### config.mk
export PLATFORM = sky130hd
export DESIGN_NAME = psc_ctrl
export DESIGN_NICKNAME = d
export VERILOG_FILES = /design/src/rtl/psc_pkg.sv /design/src/rtl/psc_ctrl.sv
export SDC_FILE = /design/constraint.sdc
export NUM_CORES = 1
export LEC_CHECK = 0
export BUFFER_PORTS_ARGS = -buffer_cell sky130_fd_sc_hd__buf_4
export CORE_MARGIN = 10
export CORE_UTILIZATION = 29
export DETAILED_ROUTE_END_ITERATION = 7
export PLACE_DENSITY = 0.54
export SYNTH_ARGS = -nofsm -noshare
export SYNTH_HDL_FRONTEND = slang
export SYNTH_SLANG_ARGS = --single-unit
### constraint.sdc
create_clock -name clk_i -period 2.4 [get_ports clk_i]
set_clock_uncertainty 0.15 [all_clocks]
set_input_delay 0.24 -clock clk_i [delete_from_list [all_inputs] [get_ports clk_i]]
set_output_delay 0.24 -clock clk_i [all_outputs]
set_load 0.02 [all_outputs]
### src/rtl/psc_pkg.sv
// Package for the pseudo-static RAM host controller
// Assumes a 100 MHz system clock and an asynchronous SRAM-style device port
package psc_pkg;
	// ==========================================================
	// Timing
	// ==========================================================
	localparam int CLK_PERIOD_NS = 10; // Clock period in ns
	localparam int ACCESS_NS = 70; // Random access time, ns
	localparam int PAGE_NS = 20; // In-page access time, ns
	localparam int RECOVER_NS = 20; // Standby gap between accesses, ns
	localparam int IDLE_LIMIT_US = 1000; // Longest selected idle, 1 ms
	localparam int ACCESS_CYC = (ACCESS_NS + CLK_PERIOD_NS - 1) / CLK_PERIOD_NS;
	localparam int PAGE_CYC = (PAGE_NS + CLK_PERIOD_NS - 1) / CLK_PERIOD_NS;
	localparam int RECOVER_CYC = (RECOVER_NS + CLK_PERIOD_NS - 1) / CLK_PERIOD_NS;
	localparam int IDLE_LIMIT_CYC = IDLE_LIMIT_US * 1000 / CLK_PERIOD_NS;
	// ==========================================================
	// Address layout
	// ==========================================================
	localparam int ADDR_W = 22; // Device address width
	localparam int PAGE_W = 3; // Eight-word page
	localparam int MODE_LO = 19; // Mode field low bit
	localparam logic [21:0] TOP_ADDR = 22'h3F_FFFF; // Highest word
	localparam int PROG_STEPS = 6; // Accesses in mode program
	// ==========================================================
	// Power-down mode codes on address bits 20..19
	// ==========================================================
	typedef enum logic [1:0] {
		PSC_PD_LARGE = 2'b00, // 16M partial
		PSC_PD_MID = 2'b01, // 8M partial
		PSC_PD_SMALL = 2'b10, // 4M partial
		PSC_PD_SLEEP = 2'b11 // No retention, power-up default
	} psc_pd_mode_t;
	// ==========================================================
	// Device pin bundle
	// ==========================================================
	typedef struct packed {
		logic chip_select_n;
		logic power_chip_select;
		logic write_en_n;
		logic out_en_n;
		logic upper_lane_en_n;
		logic lower_lane_en_n;
		logic [21:0] addr;
	} psc_pins_t;
	// Host request bundle
	typedef struct packed {
		logic write;
		logic [1:0] lane_en;
		logic [21:0] addr;
		logic [15:0] wdata;
	} psc_req_t;
endpackage : psc_pkg

### src/rtl/psc_ctrl.sv
// Host-side controller for a pseudo-static RAM with an async SRAM port
// Assumes device pins synchronous to clk_i; data bus split into in/out/enable
`timescale 1ns/1ns
`default_nettype none

module psc_ctrl
	import psc_pkg::*;
(
	input wire logic clk_i,
	input wire logic arst_n_i,
	input wire logic clk_en_i,
	input wire logic req_valid_i, // Ordinary access request
	output logic req_ready_o, // Request taken
	input wire psc_req_t req_i,
	output logic [15:0] rdata_o, // Read data
	output logic rdata_valid_o, // Read data pulse
	input wire logic prog_valid_i, // Program power-down mode
	input wire psc_pd_mode_t prog_mode_i,
	output logic prog_ready_o,
	input wire logic pd_req_i, // Level: stay in power-down
	output logic pd_active_o, // Device held in power-down
	output logic busy_o,
	output psc_pins_t pins_o,
	input wire logic [15:0] dq_i,
	output logic [15:0] dq_o,
	output logic [1:0] dq_oe_o // Per lane: high while we drive
);
	// ==========================================================
	// State machine
	// ==========================================================
	typedef enum logic [2:0] {
		ST_IDLE = 3'b000, // Standby, both selects high
		ST_SETUP = 3'b001, // Address valid, strobes off
		ST_ACT = 3'b010, // Strobe active
		ST_RECOV = 3'b011, // Back in standby between accesses
		ST_PD = 3'b100 // Power-down
	} psc_state_t;

	psc_state_t state_q, state_d;
	logic [7:0] cnt_q, cnt_d; // Cycle counter
	logic [2:0] step_q, step_d; // Program step, 0 = ordinary
	logic [1:0] mode_q, mode_d; // Requested key mode
	logic [15:0] first_read_word_q, first_read_word_d; // Word of step 1
	psc_req_t cur_q, cur_d; // Current access
	logic page_hit_q, page_hit_d; // In-page follow-on read
	logic [21:0] last_raddr_q; // Last read address
	logic last_rvalid_q;
	logic [15:0] rdata_d;
	logic rvalid_d;

	// Build the access for a given program step
	function automatic psc_req_t prog_access(input logic [2:0] s, input logic [1:0] m, input logic [15:0] w);
		psc_req_t r;
		r.write = (s >= 3'd2) && (s <= 3'd5);
		r.lane_en = 2'b11;
		r.addr = TOP_ADDR;
		r.wdata = (s <= 3'd3) ? w : 16'h0000;
		if (s == 3'd6) begin
			r.addr[20:MODE_LO] = m;
		end
		return r;
	endfunction : prog_access

	// ==========================================================
	// Decode
	// ==========================================================
	wire logic in_prog = (step_q != 3'd0);
	wire logic start_ok = (state_q == ST_IDLE) && !pd_req_i;
	wire logic take_prog = start_ok && prog_valid_i;
	wire logic take_req = start_ok && !prog_valid_i && req_valid_i;
	wire logic rd_done = (state_q == ST_ACT) && !cur_q.write
		&& (cnt_q == 8'd0);
	wire logic same_page = last_rvalid_q && !req_i.write
		&& (req_i.addr[ADDR_W-1:PAGE_W] == last_raddr_q[ADDR_W-1:PAGE_W]);

	assign req_ready_o = take_req;
	assign prog_ready_o = take_prog;
	assign busy_o = (state_q != ST_IDLE);
	assign pd_active_o = (state_q == ST_PD);

	// ==========================================================
	// Next-state logic
	// ==========================================================
	always_comb begin
		state_d = state_q;
		cnt_d = cnt_q;
		step_d = step_q;
		mode_d = mode_q;
		first_read_word_d = first_read_word_q;
		cur_d = cur_q;
		page_hit_d = page_hit_q;
		rdata_d = rdata_o;
		rvalid_d = 1'b0;
		case (state_q)
			ST_IDLE: begin
				if (pd_req_i) begin
					state_d = ST_PD; // only from standby
				end else if (take_prog) begin
					step_d = 3'd1;
					mode_d = prog_mode_i; // retention mode asked for
					cur_d = prog_access(3'd1, prog_mode_i, first_read_word_q);
					page_hit_d = 1'b0;
					state_d = ST_SETUP;
				end else if (take_req) begin
					cur_d = req_i;
					page_hit_d = same_page;
					state_d = ST_SETUP;
				end
			end
			ST_SETUP: begin
				// One cycle of valid address before strobes
				cnt_d = page_hit_q ? 8'(PAGE_CYC - 1) : 8'(ACCESS_CYC - 1);
				state_d = ST_ACT;
			end
			ST_ACT: begin
				if (cnt_q != 8'd0) begin
					cnt_d = cnt_q - 8'd1;
				end else begin
					if (!cur_q.write) begin
						rdata_d = dq_i;
						rvalid_d = !in_prog;
						if (step_q == 3'd1) begin
							first_read_word_d = dq_i;
						end
					end
					cnt_d = 8'(RECOVER_CYC - 1);
					state_d = ST_RECOV; // standby between accesses
				end
			end
			ST_RECOV: begin
				if (cnt_q != 8'd0) begin
					cnt_d = cnt_q - 8'd1;
				end else if (in_prog && step_q != 3'(PROG_STEPS)) begin
					step_d = step_q + 3'd1;
					cur_d = prog_access(step_q + 3'd1, mode_q, first_read_word_q);
					state_d = ST_SETUP;
				end else begin
					step_d = 3'd0; // next sequence starts afresh
					state_d = ST_IDLE;
				end
			end
			ST_PD: begin
				if (!pd_req_i) begin
					state_d = ST_IDLE; // resume
				end
			end
			default: begin
				state_d = ST_IDLE;
			end
		endcase
	end

	// ==========================================================
	// Registers
	// ==========================================================
	always_ff @(posedge clk_i or negedge arst_n_i) begin
		if (!arst_n_i) begin
			state_q <= ST_IDLE;
			cnt_q <= 8'h00;
			step_q <= 3'd0;
			mode_q <= PSC_PD_SLEEP;
			first_read_word_q <= 16'h0000;
			cur_q <= '0;
			page_hit_q <= 1'b0;
			rdata_o <= 16'h0000;
			rdata_valid_o <= 1'b0;
		end else if (clk_en_i) begin
			state_q <= state_d;
			cnt_q <= cnt_d;
			step_q <= step_d;
			mode_q <= mode_d;
			first_read_word_q <= first_read_word_d;
			cur_q <= cur_d;
			page_hit_q <= page_hit_d;
			rdata_o <= rdata_d;
			rdata_valid_o <= rvalid_d;
		end
	end

	// Page tracking; any write, program or power-down breaks the page
	always_ff @(posedge clk_i or negedge arst_n_i) begin
		if (!arst_n_i) begin
			last_raddr_q <= 22'h00_0000;
			last_rvalid_q <= 1'b0;
		end else if (clk_en_i) begin
			if (rd_done && !in_prog) begin
				last_raddr_q <= cur_q.addr;
				last_rvalid_q <= 1'b1;
			end else if ((state_q == ST_ACT && cur_q.write) || state_q == ST_PD || in_prog) begin
				last_raddr_q <= last_raddr_q;
				last_rvalid_q <= 1'b0;
			end
		end
	end

	// ==========================================================
	// Pin drive
	// ==========================================================
	wire logic sel = (state_q == ST_SETUP) || (state_q == ST_ACT);
	wire logic act = (state_q == ST_ACT);
	wire logic no_lane = (cur_q.lane_en == 2'b00);
	always_comb begin
		pins_o.chip_select_n = !sel; // standby otherwise
		pins_o.power_chip_select = (state_q != ST_PD);
		pins_o.write_en_n = !(act && cur_q.write);
		pins_o.out_en_n = !(act && !cur_q.write && !no_lane);
		pins_o.upper_lane_en_n = !cur_q.lane_en[1];
		pins_o.lower_lane_en_n = !cur_q.lane_en[0];
		pins_o.addr = cur_q.addr;
	end
	assign dq_o = cur_q.wdata;
	assign dq_oe_o = (act && cur_q.write) ? cur_q.lane_en : 2'b00;

	// ==========================================================
	// Assertions
	// ==========================================================
	property p_read_strobe;
		@(posedge clk_i) disable iff (!arst_n_i)
		!pins_o.out_en_n |-> pins_o.write_en_n && !pins_o.chip_select_n && dq_oe_o == 2'b00;
	endproperty
	a_read_strobe: assert property (p_read_strobe) else $error("read strobe bad");
	property p_write_strobe;
		@(posedge clk_i) disable iff (!arst_n_i)
		!pins_o.write_en_n |-> pins_o.out_en_n && !pins_o.chip_select_n;
	endproperty
	a_write_strobe: assert property (p_write_strobe) else $error("write strobe bad");
	property p_no_lane;
		@(posedge clk_i) disable iff (!arst_n_i)
		(pins_o.upper_lane_en_n && pins_o.lower_lane_en_n) |-> pins_o.out_en_n;
	endproperty
	a_no_lane: assert property (p_no_lane) else $error("read without lanes");
	property p_idle_sel;
		@(posedge clk_i) disable iff (!arst_n_i)
		(state_q == ST_SETUP && clk_en_i) |=> state_q == ST_ACT;
	endproperty
	a_idle_sel: assert property (p_idle_sel) else $error("selected idle too long");
	property p_pd_entry;
		@(posedge clk_i) disable iff (!arst_n_i)
		$fell(pins_o.power_chip_select) |-> $past(pins_o.chip_select_n);
	endproperty
	a_pd_entry: assert property (p_pd_entry) else $error("power-down not from standby");
	property p_pd_hold;
		@(posedge clk_i) disable iff (!arst_n_i)
		!pins_o.power_chip_select |-> pins_o.chip_select_n && dq_oe_o == 2'b00;
	endproperty
	a_pd_hold: assert property (p_pd_hold) else $error("activity in power-down");
	property p_gap;
		@(posedge clk_i) disable iff (!arst_n_i)
		(in_prog && $rose(pins_o.chip_select_n)) |-> pins_o.chip_select_n [*2];
	endproperty
	a_gap: assert property (p_gap) else $error("no standby between steps");
	property p_prog_addr;
		@(posedge clk_i) disable iff (!arst_n_i)
		(in_prog && step_q != 3'd6 && !pins_o.chip_select_n) |-> pins_o.addr == TOP_ADDR;
	endproperty
	a_prog_addr: assert property (p_prog_addr) else $error("program address wrong");
	property p_writeback;
		@(posedge clk_i) disable iff (!arst_n_i)
		(step_q inside {3'd2, 3'd3} && dq_oe_o != 2'b00) |-> dq_o == first_read_word_q;
	endproperty
	a_writeback: assert property (p_writeback) else $error("write-back data wrong");
	property p_key;
		@(posedge clk_i) disable iff (!arst_n_i)
		(step_q == 3'd6 && !pins_o.chip_select_n) |-> pins_o.addr[18:0] == 19'h7_FFFF
			&& pins_o.addr[21] && pins_o.write_en_n;
	endproperty
	a_key: assert property (p_key) else $error("key access wrong");
	c_read: cover property (@(posedge clk_i) disable iff (!arst_n_i) rdata_valid_o);
	c_prog: cover property (@(posedge clk_i) disable iff (!arst_n_i) step_q == 3'd6 && rd_done);
	c_pd: cover property (@(posedge clk_i) disable iff (!arst_n_i) $rose(pd_active_o));
	c_page: cover property (@(posedge clk_i) disable iff (!arst_n_i) page_hit_q && rd_done);
endmodule : psc_ctrl

`default_nettype wire

== Word-level counts from Yosys, hierarchy flattened ==
Cells that the tools add are included.

* Flip-flop bits (word level): 114
* Word-level logic and storage cells: 120

* Add/subtract/negate cells: 2
* Magnitude comparators: 3
* Equal/unequal tests: 18
* Mux-type cells: 33
* Bitwise operators: 3
* Reduce and logical (&&, ||, !) cells: 47

{| class="wikitable"
|+ Operators by type and width
! kind !! number
|-
| 2-to-1 mux 41 bit || 5
|-
| one-hot mux 41 bit (2 select lines) || 1
|-
| 2-to-1 mux 3 bit || 11
|-
| one-hot mux 8 bit (3 select lines) || 1
|-
| == test 19 bit || 1
|-
| 2-to-1 mux 16 bit || 1
|-
| 2-to-1 mux 8 bit || 2
|-
| one-hot mux 3 bit (5 select lines) || 1
|-
| AND reduction 5 bit || 3
|-
| inequality test 2 bit (second input constant) || 7
|-
| logical AND 1 bit || 13
|-
| AND reduction 4 bit || 3
|-
| zero test 1 bit || 11
|-
| inequality test 3 bit (second input constant) || 3
|-
| nonzero test 3 bit || 3
|-
| zero test 8 bit || 1
|-
| 2-to-1 mux 1 bit || 8
|-
| nonzero test 8 bit || 1
|-
| subtractor 8 x 1 -> 8 bit (second input constant) || 1
|-
| == test 3 x 1 -> 1 bit (second input constant) || 2
|-
| == test 3 x 2 -> 1 bit (second input constant) || 2
|-
| == test 3 bit (second input constant) || 2
|-
| one-hot mux 3 bit (2 select lines) || 1
|-
| AND reduction 6 bit || 1
|-
| other kinds (13) || 21
|}

== Logic depth before layout (Yosys ltp) ==
* Depth in word-level cells: 8
* Gate-level depth with buffers: 7
* Depth with buffers taken out: 6

== Least setup slack after synthesis ==
Ideal clock, no wire load.

* Kind: reg-to-reg
* Start point: register cnt_q[0]
* End point: register cur_q, in the netlist dq_o[11]
* Library setup time: 125 ps
* Arrival: 2,353 ps
* Data required time: 2,125 ps
* Setup slack: -228 ps
* Cell stages (with the launch flop): 8
* Period minus slack after synthesis: 2,628 ps
* Path through: dfrtp_1 inv_1 ha_1 or4b_4 or3_1 a221oi_4 buf_4 mux2_2

* Word-level cells in the longest chain between the ends: 3

{| class="wikitable"
|+ RTL lines
! element !! RTL line !! RTL
|-
| start, declared || psc_ctrl.sv:40 || <nowiki>logic [7:0] cnt_q, cnt_d;</nowiki>
|-
| start signal, assigned || psc_ctrl.sv:169 || <nowiki>cnt_q <= cnt_d;</nowiki>
|-
| nonzero test 8 bit || psc_ctrl.sv:131 || <nowiki>if (cnt_q != 8'd0) begin</nowiki>
|-
| inequality test 2 bit (no line) || -- ||
|-
| AND reduction 6 bit (no line) || -- ||
|-
| end signal, assigned || psc_ctrl.sv:173 || <nowiki>cur_q <= cur_d;</nowiki>
|-
| end, declared || psc_ctrl.sv:44 || <nowiki>psc_req_t cur_q, cur_d;</nowiki>
|}

No other way between the ends.
A chain may end at the register's enable or synchronous reset.

== Final worst setup path ==
* Start point: register cnt_q[0]
* End point: register cur_q[38] (netlist name)

Same word-level chain as after synthesis.

==> impl_metrics.toml <==
[grt]
grt_antenna_before_repair = 0
grt_pass1_vias = 4397
grt_pass1_wl_mm = 24.7
grt_use_total_pct = 12.0
grt-ovfl-total = 0
grt_max_degree = 44

[route]
drtPass1Iterations = 4
vias_per_cell = 4.57
detail_route.iter0.violations = 224
routedWlPerCell_um = 17.2
detail-route-antenna-nets = 0
drc = 0
vias = 4097
routed_wl_mm = 15.4

[die]
num_io_pins = 132
die_area_mm2 = 0.0254
die-height_um = 160
start_util_pct = 29.8
die_w_um = 160
coreArea_mm2 = 0.0190
num_rows = 50

[setup_path]
crit_required_ps = 2530
startpoint = "cnt_q[0]"
crit_path_end_kind = "register"
start_kind = "register"
cp_top_family = "simple AND/OR/NAND/NOR gates"
worstSetupPathType = "register to register"
worstPathCellList = "inv_2 -> ha_4 -> or4b_4 -> or3_4 -> a221oi_4 -> buf_12 -> buf_12 -> mux2i_1"
rrSetupSlack_ps = -150
crit_path_end = "cur_q[38]"
r2r_cells = 8
critPathArrivalTime_ps = 2680
slowest_delay_ps = 460
r2r-start = "cnt_q[0]"
cp.depth = 8
timing.critical_path.buf_inv = 3
cp_slowest_cell = "or4b_4"
path_max_fanout = 17
critPathMostFrequentCell = "buf_12"
reg2reg_to = "cur_q[38]"

[power]
finalPower_mw = 8.11
ir_drop_mv = 0.419
p_per_area_mw_per_mm2 = 1070
leakage_nw = 3.72

[synthesis]
synth-seq-cells = 111
synth.avg_cell_area_um2 = 11.6
synth_edf_count = 0
yosysWarnings = 0
synth_fp_nets = 559
synthCells = 487
synth_cell_types = 52
synthArstFlopShare_pct = 100
synth_area_mm2 = 0.00565
synth-main-ff-cell = "dfrtp_1"
ys_seq_area_share_pct = 49.2

[sta]
setup_tns_ps = -5030
rsz0062_at_grt = "true"
slew_headroom_pct = 62.0
final_hold_viol_count = 0
final_max_slew_viol_count = 0
fmax_mhz = 392
finalCritPeriodShare_pct = 106
worstMarginPinSlew_ps = 571
setup_viol = 41
worst_slack_ps = -148
min_period_ps = 2550

[place]
dp_hpwl_mm = 11.8
routabilityCongestion = 0.830
dp_cells = 860
portBuffers = 131

[clock_tree]
clk_path_buf_depth = 2
cts_tree = "built"
h-tree-depth = 3
clock_sinks = 111
numCtsBuffers = 9
insertion_delay_ps = 350
path_clk_slew_ps = 70
clock-root-buffer = "clkbuf_16"

[status]
violations = "negative setup slack"
status = "finished with violations"

[cells_and_area]
fin_util_pct = 39.8
diodes = 0
layout-drive-gt1-share_pct = 43.0
layout_commonest_cell = "buf_4"
final_nets = 704
final_cell_mix = "167 x buf_4, 109 x dfrtp_1, 61 x mux2_2"
area_growth_pct = 33.8
fin_cells = 897

[worst_hold_path]
hp-class = "primary input to register"
hold-path-cell-count = 3

[job]
maxCapViolCount = 0
-- worst reg2reg max path, cell delays in order, from the launching register on --
cell and delay (ps):
dfrtp_1 390, inv_2 90, ha_4 130, or4b_4 460
or3_4 360, a221oi_4 290, buf_12 190, buf_12 190
mux2i_1 210
-- Yosys cell counts, types with 6 or more instances --
cell type	count	area share, %
xor2_1	18	2.8
buf_4	43	5.7
a22o_1	16	2.5
inv_1	36	2.4
a21oi_1	8	0.71
nor3_1	7	0.62
dfrtp_1	109	48
mux2i_1	24	4.3
ha_1	7	1.6
clkbuf_1	12	0.80
nand2_1	9	0.60
nand3_1	7	0.62
nor2_1	33	2.2
nor4_1	6	0.66
o21ai_0	7	0.62
mux2_2	67	13
mux2_1	6	1.2
-- metrics by stage --
step                      setup slack, ps  hold WS [ps]  area (um^2)
final                                -148          21.8         7550
after global routing                 -265          23.9         7550
after CTS                            -176          7.89         7540
after detailed placement             -180           130         6990
after global placement               -126           121         6990
after floorplan                      -163          -206         5660
-- area by class of cell --
type	instances	area (um^2)
fillers	1804	11400
flip-flops and latches	111	2780
multi-input cells	280	2430
well taps	260	325
inverters	36	135
clock buffers	12	246
repair buffers	194	1590
clock inverters	4	45.0
-- how the worst min path moves through the flow --
stage,start,endpoint,slack (ps)
finish,req_i[18],pins_o[2],20
global route,req_i[18],pins_o[2],20
CTS,req_i[32],pins_o[16],8
detailed placement,arst_n_i,pins_o[2],130
global placement,arst_n_i,pins_o[2],120
floorplan,arst_n_i,cnt_q[0],-210
-- registers in the layout (all words and copies together) (netlist names), 3 cells and up --
signal	flops
cnt_q	8
pins_o	22
rdata_o	16
step_q	3
first_read_word_q	16
last_raddr_q	19
dq_o	16
cur_q	3
state_q	3
-- power breakdown --
| part | internal [mW] | switching, mW |
|---|---|---|
| logic | 1.86 | 2.07 |
| clock network | 0.834 | 0.672 |
| registers | 2.34 | 0.329 |
-- cell families (layout without fill, tap and decap cells) --
logic type	count (synthesis)	in the layout	share of synthesized area [%]
AOI/OAI and AO/OA	68	68	9.31
xor gates and xnor gates	21	21	3.26
adders and majority gates	7	7	1.55
buffers and inverters	96	246	9.35
DFF	111	111	49.2
muxes	97	97	18.8
and+or+nand+nor	87	87	8.47
-- repair_timing --
item,CTS,global route
cloned,0,0
hold buffers,20,0
endpoints found under the setup margin,77,42
endpoints found under the hold margin,75,0
gates resized for setup,15,2
setup buffers,1,1
-- per-layer routing --
layer  part of all wire [%]  vias up  global-route usage (%)
li1                       -     1967                       -
met1                     45     2019                    15.2
met2                     48       96                    19.0
met3                    5.5       15                    3.43
met4                    1.6        0                    4.55
met5                      0        -                       0
No activity file was read; power rests on OpenSTA's default activity.
